### src/design/tzs_pkg.sv
// shared constants for the three-zone temperature sensor readout
package tzs_pkg;
    localparam int unsigned CLK_HZ = 100_000_000;
    // register pointer values
    localparam logic [7:0] PTR_STATUS = 8'h02;
    localparam logic [7:0] PTR_CONFIG = 8'h03;
    localparam logic [7:0] PTR_ONESHOT = 8'h0f;
    localparam logic [7:0] PTR_LOC_HI = 8'h10;
    localparam logic [7:0] PTR_R1_HI = 8'h11;
    localparam logic [7:0] PTR_R2_HI = 8'h12;
    localparam logic [7:0] PTR_LOC_LO = 8'h20;
    localparam logic [7:0] PTR_R1_LO = 8'h21;
    localparam logic [7:0] PTR_R2_LO = 8'h22;
    localparam logic [7:0] PTR_MFR_ID = 8'hfe;
    localparam logic [7:0] PTR_REV_ID = 8'hff;
    localparam logic [7:0] PTR_RESET = 8'h00;
    localparam logic [7:0] CONFIG_RESET = 8'h00;
    localparam logic [7:0] CONFIG_WMASK = 8'h76;
    localparam logic [6:0] SLAVE_ADDR = 7'h2b;
    // field positions
    localparam int unsigned STAT_BUSY_BIT = 7;
    localparam int unsigned STAT_R2M_BIT = 1;
    localparam int unsigned STAT_R1M_BIT = 0;
    localparam int unsigned CFG_STOP_BIT = 6;
    localparam int unsigned CFG_CRH_BIT = 5;
    localparam int unsigned CFG_CRL_BIT = 4;
    localparam int unsigned CFG_R2UNS_BIT = 2;
    localparam int unsigned CFG_R1UNS_BIT = 1;
    // fault readings
    localparam logic [15:0] FAULT_SIGNED = 16'h8000;
    localparam logic [15:0] FAULT_UNSIGNED = 16'hffe0;
    localparam logic [15:0] TEMP_RESET = 16'h0000;
    // conversion timing in milliseconds
    localparam int unsigned LOCAL_MS = 14;
    localparam int unsigned REMOTE_MS = 26;
    localparam int unsigned TIMEOUT_MS = 35;
    localparam int unsigned MS_CYCLES = CLK_HZ / 1000;
    localparam int unsigned LOCAL_CYC = LOCAL_MS * MS_CYCLES;
    localparam int unsigned REMOTE_CYC = REMOTE_MS * MS_CYCLES;
    localparam int unsigned TIMEOUT_CYC = TIMEOUT_MS * MS_CYCLES;
    // idle gap after a sequence for rate codes 1..3, in ms
    localparam int unsigned IDLE_MS_1 = 66;
    localparam int unsigned IDLE_MS_2 = 200;
    localparam int unsigned IDLE_MS_3 = 934;
    localparam int unsigned IDLE_CYC_1 = IDLE_MS_1 * MS_CYCLES;
    localparam int unsigned IDLE_CYC_2 = IDLE_MS_2 * MS_CYCLES;
    localparam int unsigned IDLE_CYC_3 = IDLE_MS_3 * MS_CYCLES;
endpackage : tzs_pkg

### src/design/tzs_sync.sv
// two flip-flop synchroniser for one pin
`timescale 1ns/1ns
module tzs_sync
(
    input wire logic i_clk_sys,
    input wire logic i_rst_b,
    input wire logic i_async,
    output logic o_sync
);
    logic meta_r;
    logic sync_r;

    always_ff @(posedge i_clk_sys or negedge i_rst_b)
    begin
        if (!i_rst_b)
        begin
            meta_r <= 1'b1;
            sync_r <= 1'b1;
        end
        else
        begin
            meta_r <= i_async;
            sync_r <= meta_r;
        end
    end

    assign o_sync = sync_r;
endmodule : tzs_sync

### src/design/tzs_readout.sv
// smbus slave and conversion sequencer of the temperature sensor
`timescale 1ns/1ns
// Overview of operation
// - full three-channel sequence takes 66 ms
// - channels visited in fixed round robin
// - busy bit high only while converting
// - slower rates add idle gap between sequences
// - pointer and config reset to zero
// - temperatures read zero until first sequence
// - clock line input only, never stretched
// - fixed seven-bit address 0101011
// - data line driven low only
// - remote result 11 bits, left justified
// - local result 10 bits, left justified
// - local reading wraps, never saturates
// - integer upper byte, fraction top lower
// - missing diode loads fault code, sets flag
// - pointer selects register, holds last value
// - read with address only uses pointer
// - msb first, ack or nack accepted
// - high byte read freezes low byte
// - repeated high reads recapture low byte
// - shutdown converts only on one-shot
// - stuck-low lines time out to idle
// - start recognised anywhere, then address
// - one-shot write converts once, reads zero
module tzs_readout
#(
    parameter int unsigned LOCAL_CYC = tzs_pkg::LOCAL_CYC,
    parameter int unsigned REMOTE_CYC = tzs_pkg::REMOTE_CYC,
    parameter int unsigned TIMEOUT_CYC = tzs_pkg::TIMEOUT_CYC,
    parameter int unsigned IDLE_CYC_1 = tzs_pkg::IDLE_CYC_1,
    parameter int unsigned IDLE_CYC_2 = tzs_pkg::IDLE_CYC_2,
    parameter int unsigned IDLE_CYC_3 = tzs_pkg::IDLE_CYC_3,
    parameter logic [7:0] MFR_ID = 8'h5a,
    parameter logic [7:0] REV_ID = 8'h3c
)
(
    input wire logic i_clk_sys,
    input wire logic i_rst_b,
    input wire logic i_scl,
    input wire logic i_sda,
    output logic o_sda,
    output logic o_sda_oe,
    input wire logic [9:0] i_local_code,
    input wire logic [10:0] i_remote_one_code,
    input wire logic [10:0] i_remote_two_code,
    input wire logic i_remote_one_fault,
    input wire logic i_remote_two_fault
);
    // MFR_ID and REV_ID defaults are arbitrary values

    ////////////////////////////////////////////////////////////////////////
    typedef enum logic [2:0] {
        TZS_ST_IDLE, TZS_ST_LOCAL, TZS_ST_REM1, TZS_ST_REM2, TZS_ST_GAP
    } tzs_conv_t;
    typedef enum logic [2:0] {
        TZS_BS_IDLE, TZS_BS_ADDR, TZS_BS_AACK, TZS_BS_WBYTE, TZS_BS_WACK,
        TZS_BS_RBYTE, TZS_BS_RACK
    } tzs_bus_t;

    tzs_conv_t conv_r, conv_nxt;
    logic [31:0] timer_r, timer_nxt;
    logic [15:0] loc_r, loc_nxt;
    logic [15:0] r1_r, r1_nxt;
    logic [15:0] r2_r, r2_nxt;
    logic r1_miss_r, r1_miss_nxt;
    logic r2_miss_r, r2_miss_nxt;
    logic [7:0] cfg_r, cfg_nxt;
    logic [7:0] ptr_r, ptr_nxt;
    logic oneshot_r, oneshot_nxt;
    logic [7:0] loc_lo_r, loc_lo_nxt;
    logic [7:0] r1_lo_r, r1_lo_nxt;
    logic [7:0] r2_lo_r, r2_lo_nxt;
    logic [2:0] frz_r, frz_nxt;
    tzs_bus_t bus_r, bus_nxt;
    logic [7:0] shift_r, shift_nxt;
    logic [3:0] bit_r, bit_nxt;
    logic rd_r, rd_nxt;
    logic first_r, first_nxt;
    logic sda_low_r, sda_low_nxt;
    logic [31:0] to_r, to_nxt;
    logic scl_q_r, sda_q_r;
    logic scl_s, sda_s;
    logic scl_rise, scl_fall, start_ev, stop_ev;
    logic [31:0] gap_cyc;
    logic [7:0] rd_data;

    ////////////////////////////////////////////////////////////////////////
    // pins come from the host's domain
    tzs_sync u_sync_scl
    (
        .i_clk_sys(i_clk_sys),
        .i_rst_b(i_rst_b),
        .i_async(i_scl),
        .o_sync(scl_s)
    );
    tzs_sync u_sync_sda
    (
        .i_clk_sys(i_clk_sys),
        .i_rst_b(i_rst_b),
        .i_async(i_sda),
        .o_sync(sda_s)
    );

    assign scl_rise = scl_s && !scl_q_r;
    assign scl_fall = !scl_s && scl_q_r;
    assign start_ev = scl_s && scl_q_r && sda_q_r && !sda_s;
    assign stop_ev = scl_s && scl_q_r && !sda_q_r && sda_s;

    ////////////////////////////////////////////////////////////////////////
    // conversion sequencer
    always_comb
    begin
        unique case ({cfg_r[tzs_pkg::CFG_CRH_BIT], cfg_r[tzs_pkg::CFG_CRL_BIT]})
            2'b00: gap_cyc = 32'd0;
            2'b01: gap_cyc = IDLE_CYC_1;
            2'b10: gap_cyc = IDLE_CYC_2;
            2'b11: gap_cyc = IDLE_CYC_3;
        endcase
    end

    always_comb
    begin
        conv_nxt = conv_r;
        timer_nxt = timer_r;
        loc_nxt = loc_r;
        r1_nxt = r1_r;
        r2_nxt = r2_r;
        r1_miss_nxt = r1_miss_r;
        r2_miss_nxt = r2_miss_r;
        unique case (conv_r)
            TZS_ST_IDLE:
            begin
                // standby waits for a one-shot request
                if (!cfg_r[tzs_pkg::CFG_STOP_BIT] || oneshot_r)
                begin
                    conv_nxt = TZS_ST_LOCAL;
                    timer_nxt = LOCAL_CYC - 1;
                end
            end
            TZS_ST_LOCAL:
            begin
                if (timer_r == 32'd0)
                begin
                    // raw code stored, wraps past +127
                    loc_nxt = {i_local_code, 6'h00};
                    conv_nxt = TZS_ST_REM1;
                    timer_nxt = REMOTE_CYC - 1;
                end
                else
                    timer_nxt = timer_r - 32'd1;
            end
            TZS_ST_REM1:
            begin
                if (timer_r == 32'd0)
                begin
                    r1_miss_nxt = i_remote_one_fault;
                    if (i_remote_one_fault)
                        r1_nxt = cfg_r[tzs_pkg::CFG_R1UNS_BIT] ?
                            tzs_pkg::FAULT_UNSIGNED : tzs_pkg::FAULT_SIGNED;
                    else
                        r1_nxt = {i_remote_one_code, 5'h00};
                    conv_nxt = TZS_ST_REM2;
                    timer_nxt = REMOTE_CYC - 1;
                end
                else
                    timer_nxt = timer_r - 32'd1;
            end
            TZS_ST_REM2:
            begin
                if (timer_r == 32'd0)
                begin
                    r2_miss_nxt = i_remote_two_fault;
                    if (i_remote_two_fault)
                        r2_nxt = cfg_r[tzs_pkg::CFG_R2UNS_BIT] ?
                            tzs_pkg::FAULT_UNSIGNED : tzs_pkg::FAULT_SIGNED;
                    else
                        r2_nxt = {i_remote_two_code, 5'h00};
                    // 14+26+26 ms per sequence
                    if (gap_cyc == 32'd0 || cfg_r[tzs_pkg::CFG_STOP_BIT])
                        conv_nxt = TZS_ST_IDLE;
                    else
                    begin
                        conv_nxt = TZS_ST_GAP;
                        timer_nxt = gap_cyc - 1;
                    end
                end
                else
                    timer_nxt = timer_r - 32'd1;
            end
            TZS_ST_GAP:
            begin
                if (timer_r == 32'd0 || cfg_r[tzs_pkg::CFG_STOP_BIT])
                    conv_nxt = TZS_ST_IDLE;
                else
                    timer_nxt = timer_r - 32'd1;
            end
            default:
                conv_nxt = TZS_ST_IDLE;
        endcase
    end

    ////////////////////////////////////////////////////////////////////////
    // register read mux; undefined pointers read zero
    always_comb
    begin
        unique case (ptr_r)
            tzs_pkg::PTR_STATUS:
                rd_data = {conv_r != TZS_ST_IDLE && conv_r != TZS_ST_GAP,
                    5'h00, r2_miss_r, r1_miss_r};
            tzs_pkg::PTR_CONFIG: rd_data = cfg_r;
            tzs_pkg::PTR_LOC_HI: rd_data = loc_r[15:8];
            tzs_pkg::PTR_R1_HI: rd_data = r1_r[15:8];
            tzs_pkg::PTR_R2_HI: rd_data = r2_r[15:8];
            // low bytes come from the frozen copy while locked
            tzs_pkg::PTR_LOC_LO: rd_data = frz_r[0] ? loc_lo_r : loc_r[7:0];
            tzs_pkg::PTR_R1_LO: rd_data = frz_r[1] ? r1_lo_r : r1_r[7:0];
            tzs_pkg::PTR_R2_LO: rd_data = frz_r[2] ? r2_lo_r : r2_r[7:0];
            tzs_pkg::PTR_MFR_ID: rd_data = MFR_ID;
            tzs_pkg::PTR_REV_ID: rd_data = REV_ID;
            default: rd_data = 8'h00; // one-shot reads zero
        endcase
    end

    ////////////////////////////////////////////////////////////////////////
    // smbus slave; only sda is ever driven, scl is sampled
    always_comb
    begin
        bus_nxt = bus_r;
        shift_nxt = shift_r;
        bit_nxt = bit_r;
        rd_nxt = rd_r;
        first_nxt = first_r;
        sda_low_nxt = sda_low_r;
        ptr_nxt = ptr_r;
        cfg_nxt = cfg_r;
        oneshot_nxt = oneshot_r && conv_r == TZS_ST_IDLE;
        loc_lo_nxt = loc_lo_r;
        r1_lo_nxt = r1_lo_r;
        r2_lo_nxt = r2_lo_r;
        frz_nxt = frz_r;
        to_nxt = (!scl_s || !sda_s) ? to_r + 32'd1 : 32'd0;
        if (to_r >= TIMEOUT_CYC - 1)
        begin
            // stuck bus: release and go idle
            bus_nxt = TZS_BS_IDLE;
            sda_low_nxt = 1'b0;
            to_nxt = 32'd0;
        end
        else if (start_ev)
        begin
            bus_nxt = TZS_BS_ADDR;
            bit_nxt = 4'd0;
            sda_low_nxt = 1'b0;
        end
        else if (stop_ev)
        begin
            bus_nxt = TZS_BS_IDLE;
            sda_low_nxt = 1'b0;
        end
        else
        begin
            unique case (bus_r)
                TZS_BS_IDLE: ;
                TZS_BS_ADDR, TZS_BS_WBYTE:
                begin
                    if (scl_rise)
                    begin
                        shift_nxt = {shift_r[6:0], sda_s}; // msb first
                        bit_nxt = bit_r + 4'd1;
                    end
                    else if (scl_fall && bit_r == 4'd8)
                    begin
                        bit_nxt = 4'd0;
                        if (bus_r == TZS_BS_ADDR)
                        begin
                            if (shift_r[7:1] == tzs_pkg::SLAVE_ADDR)
                            begin
                                rd_nxt = shift_r[0];
                                first_nxt = 1'b1;
                                sda_low_nxt = 1'b1;
                                bus_nxt = TZS_BS_AACK;
                            end
                            else
                                bus_nxt = TZS_BS_IDLE;
                        end
                        else
                        begin
                            sda_low_nxt = 1'b1;
                            bus_nxt = TZS_BS_WACK;
                            if (first_r)
                                ptr_nxt = shift_r;
                            else if (ptr_r == tzs_pkg::PTR_CONFIG)
                                cfg_nxt = shift_r & tzs_pkg::CONFIG_WMASK;
                            else if (ptr_r == tzs_pkg::PTR_ONESHOT)
                                oneshot_nxt = cfg_r[tzs_pkg::CFG_STOP_BIT];
                            first_nxt = 1'b0;
                        end
                    end
                end
                TZS_BS_AACK, TZS_BS_WACK:
                begin
                    if (scl_fall)
                    begin
                        sda_low_nxt = 1'b0;
                        bus_nxt = TZS_BS_WBYTE;
                        if (bus_r == TZS_BS_AACK && rd_r)
                        begin
                            // read uses the latched pointer
                            shift_nxt = rd_data;
                            sda_low_nxt = !rd_data[7];
                            bit_nxt = 4'd1;
                            bus_nxt = TZS_BS_RBYTE;
                            unique case (ptr_r)
                                tzs_pkg::PTR_LOC_HI:
                                begin
                                    loc_lo_nxt = loc_r[7:0];
                                    frz_nxt[0] = 1'b1;
                                end
                                tzs_pkg::PTR_R1_HI:
                                begin
                                    r1_lo_nxt = r1_r[7:0];
                                    frz_nxt[1] = 1'b1;
                                end
                                tzs_pkg::PTR_R2_HI:
                                begin
                                    r2_lo_nxt = r2_r[7:0];
                                    frz_nxt[2] = 1'b1;
                                end
                                tzs_pkg::PTR_LOC_LO: frz_nxt[0] = 1'b0;
                                tzs_pkg::PTR_R1_LO: frz_nxt[1] = 1'b0;
                                tzs_pkg::PTR_R2_LO: frz_nxt[2] = 1'b0;
                                default: ;
                            endcase
                        end
                    end
                end
                TZS_BS_RBYTE:
                begin
                    if (scl_fall)
                    begin
                        if (bit_r == 4'd8)
                        begin
                            sda_low_nxt = 1'b0;
                            bus_nxt = TZS_BS_RACK;
                        end
                        else
                        begin
                            sda_low_nxt = !shift_r[7 - bit_r[2:0]];
                            bit_nxt = bit_r + 4'd1;
                        end
                    end
                end
                TZS_BS_RACK:
                begin
                    // ack or nack both end the byte quietly
                    if (scl_fall)
                        bus_nxt = TZS_BS_IDLE;
                end
            endcase
        end
    end

    ////////////////////////////////////////////////////////////////////////
    always_ff @(posedge i_clk_sys or negedge i_rst_b)
    begin
        if (!i_rst_b)
        begin
            conv_r <= TZS_ST_IDLE;
            timer_r <= 32'd0;
            loc_r <= tzs_pkg::TEMP_RESET;
            r1_r <= tzs_pkg::TEMP_RESET;
            r2_r <= tzs_pkg::TEMP_RESET;
            r1_miss_r <= 1'b0;
            r2_miss_r <= 1'b0;
            cfg_r <= tzs_pkg::CONFIG_RESET;
            ptr_r <= tzs_pkg::PTR_RESET;
            oneshot_r <= 1'b0;
            loc_lo_r <= 8'h00;
            r1_lo_r <= 8'h00;
            r2_lo_r <= 8'h00;
            frz_r <= 3'h0;
            bus_r <= TZS_BS_IDLE;
            shift_r <= 8'h00;
            bit_r <= 4'd0;
            rd_r <= 1'b0;
            first_r <= 1'b0;
            sda_low_r <= 1'b0;
            to_r <= 32'd0;
            scl_q_r <= 1'b1;
            sda_q_r <= 1'b1;
        end
        else
        begin
            conv_r <= conv_nxt;
            timer_r <= timer_nxt;
            loc_r <= loc_nxt;
            r1_r <= r1_nxt;
            r2_r <= r2_nxt;
            r1_miss_r <= r1_miss_nxt;
            r2_miss_r <= r2_miss_nxt;
            cfg_r <= cfg_nxt;
            ptr_r <= ptr_nxt;
            oneshot_r <= oneshot_nxt;
            loc_lo_r <= loc_lo_nxt;
            r1_lo_r <= r1_lo_nxt;
            r2_lo_r <= r2_lo_nxt;
            frz_r <= frz_nxt;
            bus_r <= bus_nxt;
            shift_r <= shift_nxt;
            bit_r <= bit_nxt;
            rd_r <= rd_nxt;
            first_r <= first_nxt;
            sda_low_r <= sda_low_nxt;
            to_r <= to_nxt;
            scl_q_r <= scl_s;
            sda_q_r <= sda_s;
        end
    end

    // open drain: output is always low, enable pulls
    assign o_sda = 1'b0;
    assign o_sda_oe = sda_low_r;
endmodule : tzs_readout

### config.mk
export PLATFORM = sky130hd
export DESIGN_NAME = tzs_readout
export DESIGN_NICKNAME = d
export VERILOG_FILES = /design/src/design/tzs_pkg.sv /design/src/design/tzs_sync.sv /design/src/design/tzs_readout.sv
export SDC_FILE = /design/constraint.sdc
export NUM_CORES = 1
export LEC_CHECK = 0
export BUFFER_PORTS_ARGS = -buffer_cell sky130_fd_sc_hd__buf_2
export CAP_MARGIN = 10
export CELL_PAD_IN_SITES_DETAIL_PLACEMENT = 0
export CELL_PAD_IN_SITES_GLOBAL_PLACEMENT = 1
export CORE_MARGIN = 2
export CORE_UTILIZATION = 50
export CTS_BUF_LIST = sky130_fd_sc_hd__clkbuf_4 sky130_fd_sc_hd__clkbuf_8 sky130_fd_sc_hd__clkbuf_16
export DETAILED_ROUTE_END_ITERATION = 16
export PLACE_DENSITY = 0.92
export SETUP_SLACK_MARGIN = 0.5
export SYNTH_ARGS = -nofsm -noshare
export SYNTH_HDL_FRONTEND = slang
export SYNTH_SLANG_ARGS = --single-unit
### constraint.sdc
create_clock -name i_clk_sys -period 5.56 [get_ports i_clk_sys]
set_input_delay 1.112 -clock i_clk_sys [delete_from_list [all_inputs] [get_ports i_clk_sys]]
set_output_delay 1.112 -clock i_clk_sys [all_outputs]
set_load 0.02 [all_outputs]
==> flow_summary.yaml <==
critical_path:
  endpoint: "timer_r[6]"
  critPathMaxFanout: 14
  ff2ff_path_depth: 6
  crit_arrival_ps: 3650
  worstReg2RegStart: "timer_r[9]"
  r2r-end: "timer_r[6]"
  end_kind: "register"
  cp.required_ps: 5880
  ff2ff_setup_slack_ps: 2230
  worst_setup_path_start_kind: "register"
  cp-startpoint: "timer_r[9]"
  crit_type: "reg2reg"
global_route:
  use_met1: 0.347
  grt_pass1_vias: 6619
  grt_max_degree: 56
  grt_use_met3: 0.0410
  grt_overflow: 0
  met2_usage: 0.361
  top_usage_layer: "met2"
  antenna_found_initial: 0
  grtUsageTotal: 0.239
  grt_first_pass_wirelength_um: 33800
synth:
  synth.avg_cell_area_um2: 9.31
  seq_area_frac_synth: 0.455
  synth_edf_count: 0
  synthTopCellsByArea: "dfrtp_1 44%, a21oi_1 5.1%, mux2_2 4.8%"
  synth_cell_types: 82
  synth_most_common_cell: "dfrtp_1"
  dominantRegCellSynth: "dfrtp_1"
  yosysWarnings: 0
  netlist.area_leader.share: 0.436
  ys_async_sr_fraction: 1.00
  synth_cells: 888
  yosys_register_bits: 150
  synth_largest_area_cell: "dfrtp_1"
  netlist_area_um2: 8260
  synthTopCellsByCount: "144 x dfrtp_1, 87 x nor2_1, 84 x a21oi_1"
clocking:
  cts_tree: "built"
  post-cts-setup-buffers: 0
  clk_path_buf_depth: 2
  post_cts_resized: 0
  cts_max_level: 4
  clk_pin_slew_ps: 70
  numCtsBuffers: 17
  clock-sinks: 150
  clockRootBuffer: "clkbuf_16"
  insertion_delay_ps: 440
  holdBufCountCts: 0
power_and_ir_drop:
  power.density_nw_per_um2: 260
  power.internal_w: 0.00185
  peakVddDrop_uv: 227
  p_seq_frac: 0.460
  power_frac_comb: 0.025
  switching_power_w: 0.000564
  clkPwrFrac: 0.515
  leakage_nw: 3.88
  switching_share: 0.233
die:
  die-area_um2: 17600
  io_pins: 40
  die_h_um: 133
  row_count: 47
  fp.dieW_um: 133
  start_util: 0.506
  coreArea_um2: 16300
routing:
  drcViolationCount: 0
  viasPerCell: 6.06
  firstDrtPassIters: 5
  antenna_left: 0
  vias: 6996
  routed_wl_um: 20400
  wl_per_cell_um: 17.7
  drt_iter0_drc: 612
sta:
  final.setup.tns_ps: 0
  worst_slew_pin_slew_ps: 1090
  finalClockSkew_ps: 12.8
  fmax_ghz: 0.300
  min_period_over_period: 0.599
  finalHoldViolations: 0
  fin_ws_ps: 2230
  setup_violations: 0
  drv_slew: 0
  slew_headroom: 0.266
  layout_min_cycle_time_ps: 3330
  rsz0062_at_grt: "false"
final_layout:
  syn_to_final_growth_pct: 12.4
  nFillCells: 1499
  final_cell_area_um2: 9290
  insertedDiodeCount: 0
  drive_gt1_frac: 0.153
  nets: 971
  final_cells: 1154
placed_design:
  pre_cts_slack_ps: 2310
  gp_congestion: 0.903
  dp_cells: 1121
  dp_hpwl_um: 14200
  placed_cell_area_um2: 8650
  io_buffers: 38
run_status:
  status: "finished clean"
hold_path:
  hp-class: "reg2reg"
flow_run:
  max-cap-violations: 0
placed cells by master (no fill, tap or decap), types with 17 or more instances in the layout:
cell / n
nand2_1: 77
a21oi_1: 84
nand3_1: 28
dfrtp_1: 144
o21ai_0: 33
mux2_2: 35
clkbuf_16: 17
buf_2: 37
nor4_1: 22
nor2_1: 87
inv_1: 25
nor3_1: 27
o21ai_1: 29
critical path: stages (launching register included):
cell	delay [ps]
dfrtp_1	440
or4_4	600
nor3_2	390
nand3_1	340
a21boi_1	860
o21ai_0	240
a211o_1	340
worst min path at each step:
stage	from	end	slack [ps]	cells past startpoint
global placement	u_sync_sda.meta_r	u_sync_sda.o_sync	350	0
CTS	u_sync_scl.meta_r	u_sync_scl.o_sync	360	0
floorplan	u_sync_scl.meta_r	u_sync_scl.o_sync	350	0
detailed placement	u_sync_scl.meta_r	u_sync_scl.o_sync	350	0
finish	u_sync_scl.meta_r	u_sync_scl.o_sync	360	0
global route	u_sync_scl.meta_r	u_sync_scl.o_sync	360	0
metrics by stage:
step	hold WS, ps	utilization	power (W)
after floorplan	345	-	0.00115
after global placement	346	0.529	0.00119
after detailed placement	351	0.529	0.00119
after CTS	356	0.568	0.00243
after global routing	363	0.568	0.00249
final	357	0.568	0.00242
cell families after synthesis:
family	after synthesis	synth area share
other	1	0.000454
and+or+nand+nor	341	0.215
AOI/OAI and AO/OA	247	0.188
DFF	150	0.455
muxes	46	0.0642
adders and majority gates	12	0.0182
buffers and inverters	67	0.0335
xor gates and xnor gates	24	0.0254
layout make-up:
class	count	area, µm²	area share
Sequential cell	150	3760	0.405
Multi-Input combinational cell	681	4280	0.461
Clock inverter	15	204	0.0220
Timing Repair Buffer	45	246	0.0265
Clock buffer	17	425	0.0458
Inverter	26	97.6	0.0105
Tap cell	220	275	0.0296
power by group through the flow:
stage | clock network, W | logic [W] | registers, W
CTS | 0.00126 | 0.0000628 | 0.00111
finish | 0.00124 | 0.0000614 | 0.00111
global placement | 0 | 0.0000616 | 0.00113
global route | 0.00130 | 0.0000713 | 0.00111
detailed placement | 0 | 0.0000624 | 0.00113
floorplan | 0 | 0.0000226 | 0.00113
flip-flops by register name (all words and copies together) (netlist names), 4 cells and up:
register,flops
bit_r,4
cfg_r,5
loc_r,10
ptr_r,8
r1_r,11
r2_r,11
shift_r,8
timer_r,32
to_r,32
routing by layer:
| layer | part of all wire | vias to the layer above |
|---|---|---|
| met3 | 0.052 | 35 |
| met4 | 0.021 | 0 |
| li1 | - | 3336 |
| met1 | 0.47 | 3426 |
| met5 | 0 | - |
| met2 | 0.46 | 199 |
Power figures use the tool's default switching activity.
